===== src/sweep_defs.vh =====
// Functional notes
// - hold bit keeps modulator state while integer set-point stays unchanged.
// - sweep-enable bit moves modulator from fixed frequency into ramp operation.
// - writing serial-start bit one begins a ramp.
// - trigger input starts or advances ramp only when its permission bit is set.
// - bypass routes integer value only; modulator keeps running.
// - four-bit slip-guard step, reset 1111b, sets cycle-slip correction size.
// - external-sequence bit takes fractional sequence from gpio port.
// - sample-edge bit captures external sequence on falling clock edge.
// - trigger-lock bit makes set-point writes leave the division in use alone.
// - under trigger-lock, new set-point is applied and locked on trigger rise.
// - symmetric bit one reuses up parameters; zero takes separate down ones.
// - integer-relock bit starts a lock whenever integer set-point is written outside trigger-lock.
// - single-step mode advances exactly one ramp step per strobe.
// - one-way bit sweeps one direction then jumps back to base.
// - start-direction bit, reset one, picks first direction; one is up.
// - start direction sampled only while sweeping is disabled.
`ifndef SWEEP_DEFS_VH
`define SWEEP_DEFS_VH

// ==========================================================
// register offsets
`define OFS_FRAC_SETPOINT 5'h03
`define OFS_INT_SETPOINT 5'h06
`define OFS_DOWN_COUNT_HIGH 5'h0C
`define OFS_DOWN_COUNT_LOW 5'h0D
`define OFS_MOD_CONFIG 5'h0E
`define OFS_UP_STEP_SIZE 5'h13
`define OFS_UP_COUNT 5'h16
`define OFS_DOWN_STEP_SIZE 5'h19

// ==========================================================
// reset values
`define MOD_CONFIG_RESET 30'h4478173
`define INT_SETPOINT_RESET 20'h00000
`define FRAC_SETPOINT_RESET 24'h000000

// ==========================================================
// configuration field positions
`define CFG_REPEAT_EN 2
`define CFG_REPEAT_ON 3
`define CFG_HOLD 10
`define CFG_SWEEP_EN 11
`define CFG_SERIAL_START 12
`define CFG_TRIG_RAMP 13
`define CFG_BYPASS 14
`define CFG_SLIP_HI 18
`define CFG_SLIP_LO 15
`define CFG_EXT_SEQ 19
`define CFG_FALL_EDGE 20
`define CFG_TRIG_LOCK 21
`define CFG_SYMMETRIC 22
`define CFG_INT_RELOCK 23
`define CFG_SINGLE_STEP 24
`define CFG_ONE_WAY 25
`define CFG_START_DIR 26

`endif


===== src/rise_detect.v =====
`default_nettype none

// ==========================================================
// one-cycle pulse on a rising level
module rise_detect (
    input wire ref_clk,
    input wire rst_n,
    input wire level,
    output wire pulse
);
    reg last;

    // input is synchronous already, so one flop for history suffices
    always @(posedge ref_clk or negedge rst_n) begin
        if (!rst_n) begin
            last <= 1'b0;
        end else begin
            last <= level;
        end
    end

    assign pulse = level & ~last;
endmodule // rise_detect

`default_nettype wire


===== src/modulator_sweep_control.v =====
`include "sweep_defs.vh"
`default_nettype none

module modulator_sweep_control (
    input wire ref_clk,
    input wire rst_n,
    input wire wr_en,
    input wire [4:0] wr_addr,
    input wire [29:0] wr_data,
    input wire rd_en,
    input wire [4:0] rd_addr,
    output reg [29:0] rd_data,
    output reg rd_valid,
    input wire trigger,
    input wire [4:0] gpio_in,
    output reg [19:0] div_integer,
    output reg [23:0] div_fraction,
    output reg hold_state,
    output wire modulator_enable,
    output wire [3:0] slip_guard_step,
    output reg lock_start,
    output reg ramp_active,
    output reg ramp_up
);
    localparam ST_IDLE = 2'd0;
    localparam ST_FIRST = 2'd1;
    localparam ST_SECOND = 2'd2;

    reg [29:0] modulator_configuration;
    reg [19:0] integer_setpoint_register;
    reg [23:0] frac_setpoint;
    reg [29:0] down_step_count_high;
    reg [17:0] down_step_count_low;
    reg [17:0] up_step_size;
    reg [17:0] up_count;
    reg [17:0] down_step_size;
    reg [19:0] int_active;
    reg [23:0] frac_active;
    reg apply_pending;
    reg int_pending;
    reg [1:0] state;
    reg [17:0] step_cnt;
    reg [23:0] ramp_offset;
    reg [4:0] seq_rise;
    reg [4:0] seq_fall;
    reg [4:0] seq_fall_hold;
    reg [19:0] next_integer;
    reg [23:0] next_fraction;

    wire trig_pulse;
    wire cfg_wr;
    wire int_wr;
    wire frac_wr;
    wire serial_start;
    wire trig_ramp;
    wire step_strobe;
    wire advance;
    wire up_leg_params;
    wire [17:0] leg_limit;
    wire [17:0] leg_step;
    wire [23:0] leg_step_wide;
    wire repeat_on;

    // ==========================================================
    // decoded writes and strobes
    assign cfg_wr = wr_en && (wr_addr == `OFS_MOD_CONFIG);
    assign int_wr = wr_en && (wr_addr == `OFS_INT_SETPOINT);
    assign frac_wr = wr_en && (wr_addr == `OFS_FRAC_SETPOINT);
    assign serial_start = cfg_wr && wr_data[`CFG_SERIAL_START];
    assign trig_ramp = trig_pulse && modulator_configuration[`CFG_TRIG_RAMP];
    assign step_strobe = serial_start | trig_ramp;
    assign repeat_on = modulator_configuration[`CFG_REPEAT_EN] &
                       modulator_configuration[`CFG_REPEAT_ON];

    rise_detect u_trig_edge (
        .ref_clk(ref_clk),
        .rst_n(rst_n),
        .level(trigger),
        .pulse(trig_pulse)
    );

    // ==========================================================
    // register file writes
    always @(posedge ref_clk or negedge rst_n) begin
        if (!rst_n) begin
            modulator_configuration <= `MOD_CONFIG_RESET;
            integer_setpoint_register <= `INT_SETPOINT_RESET;
            frac_setpoint <= `FRAC_SETPOINT_RESET;
            down_step_count_high <= 30'h0000000;
            down_step_count_low <= 18'h00000;
            up_step_size <= 18'h00000;
            up_count <= 18'h00000;
            down_step_size <= 18'h00000;
        end else if (wr_en) begin
            if (wr_addr == `OFS_MOD_CONFIG) begin
                modulator_configuration <= wr_data;
            end else if (wr_addr == `OFS_INT_SETPOINT) begin
                integer_setpoint_register <= wr_data[19:0];
            end else if (wr_addr == `OFS_FRAC_SETPOINT) begin
                frac_setpoint <= wr_data[23:0];
            end else if (wr_addr == `OFS_DOWN_COUNT_HIGH) begin
                down_step_count_high <= wr_data;
            end else if (wr_addr == `OFS_DOWN_COUNT_LOW) begin
                down_step_count_low <= wr_data[17:0];
            end else if (wr_addr == `OFS_UP_STEP_SIZE) begin
                up_step_size <= wr_data[17:0];
            end else if (wr_addr == `OFS_UP_COUNT) begin
                up_count <= wr_data[17:0];
            end else if (wr_addr == `OFS_DOWN_STEP_SIZE) begin
                down_step_size <= wr_data[17:0];
            end
        end
    end

    // ==========================================================
    // registered read port, unmapped offsets read zero
    always @(posedge ref_clk or negedge rst_n) begin
        if (!rst_n) begin
            rd_data <= 30'h0000000;
            rd_valid <= 1'b0;
        end else begin
            rd_valid <= rd_en;
            if (!rd_en) begin
                rd_data <= rd_data;
            end else if (rd_addr == `OFS_MOD_CONFIG) begin
                rd_data <= modulator_configuration;
            end else if (rd_addr == `OFS_INT_SETPOINT) begin
                rd_data <= {10'h000, integer_setpoint_register};
            end else if (rd_addr == `OFS_FRAC_SETPOINT) begin
                rd_data <= {6'h00, frac_setpoint};
            end else if (rd_addr == `OFS_DOWN_COUNT_HIGH) begin
                rd_data <= down_step_count_high;
            end else if (rd_addr == `OFS_DOWN_COUNT_LOW) begin
                rd_data <= {12'h000, down_step_count_low};
            end else if (rd_addr == `OFS_UP_STEP_SIZE) begin
                rd_data <= {12'h000, up_step_size};
            end else if (rd_addr == `OFS_UP_COUNT) begin
                rd_data <= {12'h000, up_count};
            end else if (rd_addr == `OFS_DOWN_STEP_SIZE) begin
                rd_data <= {12'h000, down_step_size};
            end else begin
                rd_data <= 30'h0000000;
            end
        end
    end

    // ==========================================================
    // set-point application; under trigger-lock a write only arms
    // the change, so a glitchy host cannot move the loop by itself
    always @(posedge ref_clk or negedge rst_n) begin
        if (!rst_n) begin
            int_active <= `INT_SETPOINT_RESET;
            frac_active <= `FRAC_SETPOINT_RESET;
            apply_pending <= 1'b0;
            int_pending <= 1'b0;
            lock_start <= 1'b0;
            hold_state <= 1'b0;
        end else begin
            lock_start <= 1'b0;
            hold_state <= modulator_configuration[`CFG_HOLD];
            if (modulator_configuration[`CFG_TRIG_LOCK]) begin
                // a write in the trigger cycle still gets applied later
                if (trig_pulse && apply_pending) begin
                    int_active <= integer_setpoint_register;
                    frac_active <= frac_setpoint;
                    lock_start <= 1'b1;
                    if (int_active != integer_setpoint_register) begin
                        hold_state <= 1'b0;
                    end
                end
                apply_pending <= (apply_pending & ~trig_pulse) | int_wr | frac_wr;
                int_pending <= 1'b0;
            end else begin
                apply_pending <= 1'b0;
                int_pending <= int_wr;
                // apply one cycle after the write, when the register holds it
                if (int_pending) begin
                    int_active <= integer_setpoint_register;
                    if (int_active != integer_setpoint_register) begin
                        hold_state <= 1'b0;
                    end
                    if (modulator_configuration[`CFG_INT_RELOCK]) begin
                        lock_start <= 1'b1;
                    end
                end
                frac_active <= frac_setpoint;
            end
        end
    end

    // ==========================================================
    // ramp leg parameters
    assign up_leg_params = ramp_up | modulator_configuration[`CFG_SYMMETRIC];
    assign leg_limit = up_leg_params ? up_count : down_step_count_low;
    assign leg_step = up_leg_params ? up_step_size : down_step_size;
    assign leg_step_wide = {6'h00, leg_step};
    // free run steps every cycle; single-step waits for a strobe
    assign advance = modulator_configuration[`CFG_SINGLE_STEP] ? step_strobe : 1'b1;

    // ==========================================================
    // ramp engine
    always @(posedge ref_clk or negedge rst_n) begin
        if (!rst_n) begin
            state <= ST_IDLE;
            step_cnt <= 18'h00000;
            ramp_offset <= 24'h000000;
            ramp_active <= 1'b0;
            ramp_up <= 1'b1;
        end else if (!modulator_configuration[`CFG_SWEEP_EN]) begin
            state <= ST_IDLE;
            step_cnt <= 18'h00000;
            ramp_offset <= 24'h000000;
            ramp_active <= 1'b0;
            ramp_up <= modulator_configuration[`CFG_START_DIR];
        end else begin
            case (state)
                ST_IDLE: begin
                    if (step_strobe) begin
                        state <= ST_FIRST;
                        ramp_active <= 1'b1;
                        step_cnt <= 18'h00000;
                    end
                end
                ST_FIRST, ST_SECOND: begin
                    if (step_cnt >= leg_limit) begin
                        step_cnt <= 18'h00000;
                        if (state == ST_FIRST && !modulator_configuration[`CFG_ONE_WAY]) begin
                            state <= ST_SECOND;
                            ramp_up <= ~ramp_up;
                        end else begin
                            if (state == ST_SECOND) begin
                                ramp_up <= ~ramp_up;
                            end
                            // one-way ends here and snaps to base
                            ramp_offset <= 24'h000000;
                            state <= repeat_on ? ST_FIRST : ST_IDLE;
                            ramp_active <= repeat_on;
                        end
                    end else if (advance) begin
                        step_cnt <= step_cnt + 18'h00001;
                        if (ramp_up) begin
                            ramp_offset <= ramp_offset + leg_step_wide;
                        end else begin
                            ramp_offset <= ramp_offset - leg_step_wide;
                        end
                    end
                end
                default: begin
                    state <= ST_IDLE;
                end
            endcase
        end
    end

    // ==========================================================
    // external sequence capture on both edges, chosen by config
    always @(posedge ref_clk or negedge rst_n) begin
        if (!rst_n) begin
            seq_rise <= 5'h00;
            seq_fall_hold <= 5'h00;
        end else begin
            seq_rise <= gpio_in;
            seq_fall_hold <= seq_fall; // retime the falling sample
        end
    end

    always @(negedge ref_clk or negedge rst_n) begin
        if (!rst_n) begin
            seq_fall <= 5'h00;
        end else begin
            seq_fall <= gpio_in;
        end
    end

    // ==========================================================
    // division value in use
    always @* begin
        next_integer = int_active;
        next_fraction = frac_active + ramp_offset;
        if (modulator_configuration[`CFG_EXT_SEQ]) begin
            if (modulator_configuration[`CFG_FALL_EDGE]) begin
                next_fraction = {19'h00000, seq_fall_hold};
            end else begin
                next_fraction = {19'h00000, seq_rise};
            end
        end
        if (modulator_configuration[`CFG_BYPASS]) begin
            next_fraction = 24'h000000;
        end
    end

    always @(posedge ref_clk or negedge rst_n) begin
        if (!rst_n) begin
            div_integer <= `INT_SETPOINT_RESET;
            div_fraction <= `FRAC_SETPOINT_RESET;
        end else begin
            div_integer <= next_integer;
            div_fraction <= next_fraction;
        end
    end

    // bypass never powers the modulator down
    assign modulator_enable = 1'b1;
    assign slip_guard_step = modulator_configuration[`CFG_SLIP_HI:`CFG_SLIP_LO];
endmodule // modulator_sweep_control

`default_nettype wire


===== config.mk =====
export PLATFORM = sky130hd
export DESIGN_NAME = modulator_sweep_control
export DESIGN_NICKNAME = d
export VERILOG_FILES = /design/src/rise_detect.v /design/src/modulator_sweep_control.v
export VERILOG_INCLUDE_DIRS = /design/src
export SDC_FILE = /design/constraint.sdc
export NUM_CORES = 1
export LEC_CHECK = 0
export BUFFER_PORTS_ARGS = -buffer_cell sky130_fd_sc_hd__buf_2
export CAP_MARGIN = 15
export CORE_MARGIN = 2
export CORE_UTILIZATION = 57
export DETAILED_ROUTE_END_ITERATION = 10
export PLACE_DENSITY_LB_ADDON = 0.08
export SYNTH_ARGS = -nofsm -noshare
export SYNTH_HDL_FRONTEND = slang
export SYNTH_SLANG_ARGS = --single-unit

===== constraint.sdc =====
create_clock -name ref_clk -period 7.59 [get_ports ref_clk]
set_clock_uncertainty 0.05 [all_clocks]
set_input_delay 1.518 -clock ref_clk [delete_from_list [all_inputs] [get_ports ref_clk]]
set_output_delay 1.518 -clock ref_clk [all_outputs]
set_load 0.05 [all_outputs]

==> results of run 1 <==
## power breakdown
part / internal (mW) / switching, mW / total [mW]
logic: 1.19 / 1.87 / 3.06
clock network: 1.04 / 0.760 / 1.80
registers: 2.40 / 0.434 / 2.84
## worst max path at each step
| stage | start | end | slack, ns | depth (start not counted) |
|---|---|---|---|---|
| 2_1_floorplan | gpio_in[0] | seq_fall[0]$_DFF_NN0_ | 2.08 | 0 |
| 3_3_place_gp | gpio_in[1] | seq_fall[1]$_DFF_NN0_ | 1.97 | 1 |
| 3_5_place_dp | gpio_in[2] | seq_fall[2]$_DFF_NN0_ | 1.96 | 1 |
| 4_1_cts | ramp_up$_DFFE_PN1P_ | ramp_offset[21]$_DFFE_PN0P_ | 2.22 | 18 |
| 5_1_grt | ramp_up$_DFFE_PN1P_ | ramp_offset[21]$_DFFE_PN0P_ | 1.64 | 17 |
| 6_report | ramp_up$_DFFE_PN1P_ | ramp_offset[21]$_DFFE_PN0P_ | 2.21 | 18 |
## per-layer routing
layer	track usage [%]	vias to the layer above	wire, µm
met5	0	-	0
met4	8.768	0	1385
met3	4.972	80	2937
met2	47.50	423	22420
met1	41.29	6752	21470
li1	-	6179	-
## logic make-up after synthesis
| family | after synthesis | share of synthesized area, % |
|---|---|---|
| adders and majority gates | 76 | 5.248 |
| xor gates and xnor gates | 68 | 3.236 |
| DFF | 361 | 49.17 |
| buffers and inverters | 105 | 2.298 |
| other | 1 | 0.02037 |
| muxes | 289 | 17.29 |
| AOI/OAI and AO/OA | 362 | 13.02 |
| and+or+nand+nor | 355 | 9.721 |
## registers in the layout, summed over array words and instances (netlist names), 20 cells and up
register and flops:
modulator_configuration 30, div_integer 20, frac_setpoint 24, frac_active 24, int_active 20, div_fraction 24, integer_setpoint_register 20, ramp_offset 24
down_step_count_high 30, rd_data 30
## synth_stat cells, types with 30 or more instances
library cell	instances	share of area (%)
nor2b_1	30	1.0
clkbuf_1	65	1.3
nor2_1	111	2.3
xor2_1	31	1.5
a21oi_1	97	2.6
mux2_2	232	14
o21ai_0	79	2.1
dfrtp_1	343	47
xnor2_1	37	1.8
ha_1	74	5.0
mux2i_1	57	3.1
nand2_1	80	1.6
## per-stage QoR
step           instance area, µm²  hold slack, ns  instances  setup WS [ns]
3_5_place_dp                19430          0.3511       2089          1.959
3_3_place_gp                19430          0.3464       2089          1.969
2_1_floorplan               18410          0.3366       1617          2.083
5_1_grt                     20620          0.3789       2159          1.637
6_report                    20620          0.3628       2159          2.208
4_1_cts                     20620          0.3650       2159          2.221
## layout make-up
cell class / count / area [µm²]
clock buffers: 62 / 1152
well taps: 402 / 503.0
flip-flops and latches: 361 / 9050
multi-input cells: 1151 / 8957
clock inverters: 8 / 43.79
fillers: 2542 / 11100
inverters: 24 / 90.09
repair buffers: 151 / 825.8
==> flow_summary.json, run 1 <==
{
  "status": "complete, no violations",
  "drive_gt1_share_pct": 26.81,
  "cp_top_family": "compound AO/OA/AOI/OAI gates",
  "area_delta_synth_final_pct": 12.04,
  "rows": 65,
  "hp-start": "int_active[19]$_DFFE_PN0P_",
  "finalNetCount": 1854,
  "cp-end-kind": "flop",
  "final_common_cell": "dfrtp_1",
  "fin_crit_ns": 5.382,
  "die-area_mm2": 0.03375,
  "postCtsSetupBuffers": 0,
  "crit_required_ns": 7.90,
  "grt_start_max_net_pins": 137,
  "worstMarginPinSlew_ns": 1.142,
  "die_h_um": 183.7,
  "final_antenna_net_count": 0,
  "cpMaxStageDelayCell": "dfstp_2",
  "fmax_mhz": 185.8,
  "grt_usage_pct": 29.50,
  "drtPass1Iterations": 6,
  "critical-path-max-stage-delay_ns": 1.05,
  "critPathKind": "flop to flop",
  "diodes": 0,
  "drt-total-wl_um": 48220,
  "crit_chain": "or2_2, mux2i_1, ha_1, and4bb_2, o2111a_1, nand2_1, xor2_1, a22oi_1, o21ai_0, ha_1, nand4_1, nor2_1, nand4_1, a41oi_1, a21oi_1, o21ai_0, xnor2_1, o21ai_0",
  "cts_buffer_depth": 3,
  "grt_overflow_total": 0,
  "cts_tree": "done",
  "finalHoldViolations": 0,
  "clk_pin_slew_ns": 0.06,
  "async_reset_ff_share_pct": 100.0,
  "cts.sinks": 361,
  "clock-root-buffer": "clkbuf_16",
  "holdBufCountCts": 0,
  "dp_hpwl_um": 34190,
  "numCtsBuffers": 39,
  "fin_setup_tns_ns": 0,
  "syn-mean-instance-area_um2": 11.38,
  "path_max_fanout": 43,
  "power_mw": 7.693,
  "synth-seq-cells": 361,
  "critPathArrivalTime_ns": 5.69,
  "via_count": 13430,
  "antenna_found_initial": 0,
  "min_path_cells": 0,
  "die_x_um": 183.7,
  "drv_slew": 0,
  "rsz0062_at_grt": "no",
  "synth_area_mm2": 0.01841,
  "coreArea_mm2": 0.03172,
  "power.density_mw_per_mm2": 373.0,
  "r2r-end": "ramp_offset[21]$_DFFE_PN0P_",
  "cts_resized": 0,
  "setup_viol": 0,
  "grt_pass1_vias": 13660,
  "fin_crit_sh_pct": 70.91,
  "drt_iter0_markers": 1072,
  "rr_startpoint": "ramp_up$_DFFE_PN1P_",
  "synth_ff_type": "dfrtp_1",
  "post-route-util_pct": 65.02,
  "port_buffers": 132,
  "ir_drop_uv": 239.2,
  "clk_latency_ns": 0.52,
  "synth_edf_count": 0,
  "htree_num_levels": 2,
  "r2r_cells": 18,
  "synth_nets": 1743,
  "yosys_warnings": 0,
  "synth.distinct_cells": 78,
  "p_leak_nw": 9.585,
  "remaining_drc_errors": 0,
  "grt_pass1_wl_um": 76660,
  "reg2reg_slack_ns": 2.21,
  "cp-start-kind": "flop",
  "gp_congestion": 0.8849,
  "layout_common_cells": "dfrtp_1, mux2_2, buf_2",
  "num_io_pins": 134,
  "viasPerCell": 6.222,
  "crit_buf_inv": 0,
  "synthCells": 1617,
  "relSlewSlack_pct": 23.86,
  "drv_cap": 0,
  "start_util_pct": 58.03,
  "cpMostUsedCell": "o21ai_0",
  "hold_path_class": "flop to flop",
  "holdPathEnd": "div_integer[19]$_DFF_PN0_",
  "ys_seq_area_share_pct": 49.17,
  "post_drt_wl_per_cell_um": 22.33
}
(Power assumes the default switching activity.)
==> inputs of run 2 (changes only) <==
Settings changed: ABC_AREA from default to 1.
Clock period 7.59 ns to 5.1 ns, I/O delays scaled along.
==> run 2 against run 1 <==
Effect of this change:
- synthesized cell count is 46% higher
- die area is 2.5% higher
- first-iteration DRC count is 57% higher
- sequential cell count stayed put
- critical path depth is 5 higher
- combinational power is 43% higher
- non-clock buffer count is 4 higher
- final cell count is 37% higher
- core utilization is 0.14 points higher
- worst hold slack worse by 0.095 ns
- total power is 48% higher
- register-to-register slack worse by 1.3 ns
- critical path type unchanged
- critical endpoint is now ramp_offset[20]$_DFFE_PN0P_
- largest power group unchanged
==> flow_summary.json, run 2 <==
{
  "cts.sinks": 361,
  "r2r_cells": 23,
  "synth_area_leaders": "dfrtp_1, nand2_1, o21ai_0, ha_1, inv_1",
  "drtPass1Iterations": 5,
  "cts_resized": 0,
  "path_max_fanout": 46,
  "status": "complete, no violations",
  "power.density_mw_per_mm2": 535.6,
  "yosysTopAreaCellShare_pct": 45.45,
  "final_common_cell": "nand2_1",
  "relSlewSlack_pct": 39.24,
  "grt_usage_pct": 33.38,
  "grt_pass1_wl_um": 87860,
  "yosys_warnings": 0,
  "grt_start_max_net_pins": 154,
  "drt-total-wl_um": 55710,
  "rr_startpoint": "ramp_up$_DFFE_PN1P_",
  "synth-simple-area-share_pct": 23.55,
  "synth_nets": 2494,
  "reg2reg_slack_ns": 0.95,
  "grt_pass1_vias": 15670,
  "viasPerCell": 5.605,
  "cp-end-kind": "flop",
  "critPathKind": "flop to flop",
  "fin_crit_sh_pct": 81.42,
  "area_delta_synth_final_pct": 12.55,
  "synth_compound_area_share_pct": 13.86,
  "drive_gt1_share_pct": 11.04,
  "synth_area_mm2": 0.01888,
  "clk_pin_slew_ns": 0.06,
  "synth_commonest_cells": "nand2_1, dfrtp_1, o21ai_0",
  "synthCells": 2368,
  "antenna_found_initial": 2,
  "die-area_mm2": 0.03460,
  "htree_num_levels": 2,
  "start_util_pct": 57.89,
  "ir_drop_uv": 417.6,
  "crit_required_ns": 5.50,
  "layout_common_cells": "nand2_1, dfrtp_1, o21ai_0",
  "synth.distinct_cells": 53,
  "cp-start-kind": "flop",
  "cts_buffer_depth": 3,
  "num_io_pins": 134,
  "synth-adder-area-share_pct": 5.115,
  "synth_edf_count": 0,
  "hold_path_class": "input pin to async pin",
  "p_leak_nw": 10.81,
  "syn-mean-instance-area_um2": 7.974,
  "async_reset_ff_share_pct": 100.0,
  "coreArea_mm2": 0.03262,
  "fillCellCount": 2824,
  "fin_setup_tns_ns": 0,
  "die_x_um": 186.0,
  "clk_latency_ns": 0.56,
  "postCtsSetupBuffers": 0,
  "grt_overflow_total": 0,
  "critPathArrivalTime_ns": 4.55,
  "cts_tree": "done",
  "port_buffers": 132,
  "yosysMostFrequentCell": "nand2_1",
  "drv_cap": 0,
  "synth-seq-cells": 361,
  "clock-root-buffer": "clkbuf_16",
  "post-route-util_pct": 65.16,
  "largestRegisters": "down_step_count_high (30), modulator_configuration (30), rd_data (30)",
  "post_drt_wl_per_cell_um": 18.87,
  "fmax_mhz": 240.8,
  "muxShareOfSynthArea_pct": 0.4771,
  "remaining_drc_errors": 0,
  "finalHoldViolations": 0,
  "drt_iter0_markers": 1687,
  "setup_viol": 0,
  "gp_congestion": 1.002,
  "synthXorXnorAreaFrac_pct": 2.829,
  "synth_top_area_cell": "dfrtp_1",
  "fin_crit_ns": 4.152,
  "ys_seq_area_share_pct": 47.93,
  "finalNetCount": 2604,
  "holdBufCountCts": 0,
  "drv_slew": 0,
  "synth_ff_type": "dfrtp_1",
  "rows": 66,
  "synth_top_family_by_area": "simple AND/OR/NAND/NOR gates",
  "r2r-end": "ramp_offset[20]$_DFFE_PN0P_",
  "via_count": 16550,
  "final_antenna_net_count": 0,
  "dp_hpwl_um": 40520,
  "numCtsBuffers": 40,
  "die_h_um": 186.0,
  "rsz0062_at_grt": "no",
  "worstMarginPinSlew_ns": 0.9104
}
run 2: metrics by stage:
stage	setup slack, ns	hold slack (ns)	area, µm²	power [mW]	cells
finish	0.9478	0.2680	21250	11.38	2953
global route	0.5477	0.2720	21250	12.11	2951
CTS	1.041	0.2565	21210	11.38	2949
detailed placement	1.062	0.3536	19890	8.416	2876
global placement	1.185	0.3594	19890	8.366	2876
floorplan	1.336	0.3377	18880	7.224	2368
run 2: worst max path at each step:
| stage | start | endpoint | slack (ns) |
|---|---|---|---|
| after floorplan | gpio_in[0] | seq_fall[0]$_DFF_NN0_ | 1.34 |
| after global placement | ramp_up$_DFFE_PN1P_ | ramp_offset[20]$_DFFE_PN0P_ | 1.18 |
| after detailed placement | ramp_up$_DFFE_PN1P_ | ramp_offset[13]$_DFFE_PN0P_ | 1.06 |
| after CTS | ramp_up$_DFFE_PN1P_ | ramp_offset[20]$_DFFE_PN0P_ | 1.04 |
| after global routing | ramp_up$_DFFE_PN1P_ | ramp_offset[20]$_DFFE_PN0P_ | 0.55 |
| final | ramp_up$_DFFE_PN1P_ | ramp_offset[20]$_DFFE_PN0P_ | 0.95 |
run 2: where the power goes:
part / total [mW] / internal (mW) / leakage (nW) / switching (mW)
Sequential: 4.07 / 3.51 / 4.57 / 0.554
Combinational: 4.39 / 1.32 / 5.59 / 3.08
Clock: 2.92 / 1.73 / 0.647 / 1.19
run 2: cells by family after synthesis:
| kind of cell | count (synthesis) |
|---|---|
| buffers and inverters | 292 |
| adder cells (fa/ha/maj) | 76 |
| XOR/XNOR | 61 |
| multiplexers | 9 |
| AO/OA/AOI/OAI | 493 |
| other | 1 |
| flip-flops | 361 |
| AND/OR/NAND/NOR | 1075 |
run 2: layer usage:
metal  wire [µm]  up-vias  track usage (%)  part of all wire (%)
met5           0        -                0                     0
met4        1492        0            9.354                   2.7
met3        4759       95            7.181                   8.5
met2       24580      705            51.30                    44
met1       24870     7797            47.87                    45
li1            -     7956                -                     -
run 2: critical path: stages (launching register included):
cell and delay [ns]:
dfstp_2 0.50, nor2_8 0.60, nand2_1 0.11, o21ai_1 0.16
ha_1 0.20, nand2_1 0.07, nor2_1 0.16, inv_1 0.11
nor2_4 0.12, nand2_2 0.07, nand2_1 0.07, xor2_1 0.15
inv_1 0.05, ha_1 0.35, nand2_1 0.11, nor2_1 0.19
inv_1 0.10, nor3_1 0.33, nand3_1 0.13, nand3_1 0.13
xnor2_1 0.12, inv_1 0.05, nand2_1 0.06, nand2_1 0.06
run 2: final cells by class:
| cell class | count | area, µm² | area share, % |
|---|---|---|---|
| clock inverters | 8 | 111.4 | 0.5240 |
| flip-flops and latches | 361 | 9050 | 42.58 |
| clock buffers | 65 | 1215 | 5.716 |
| multi-input cells | 1715 | 8670 | 40.79 |
| repair buffers | 155 | 874.6 | 4.115 |
| diodes | 2 | 5.005 | 0.02355 |
| well taps | 442 | 553.0 | 2.602 |
| inverters | 205 | 774.5 | 3.644 |
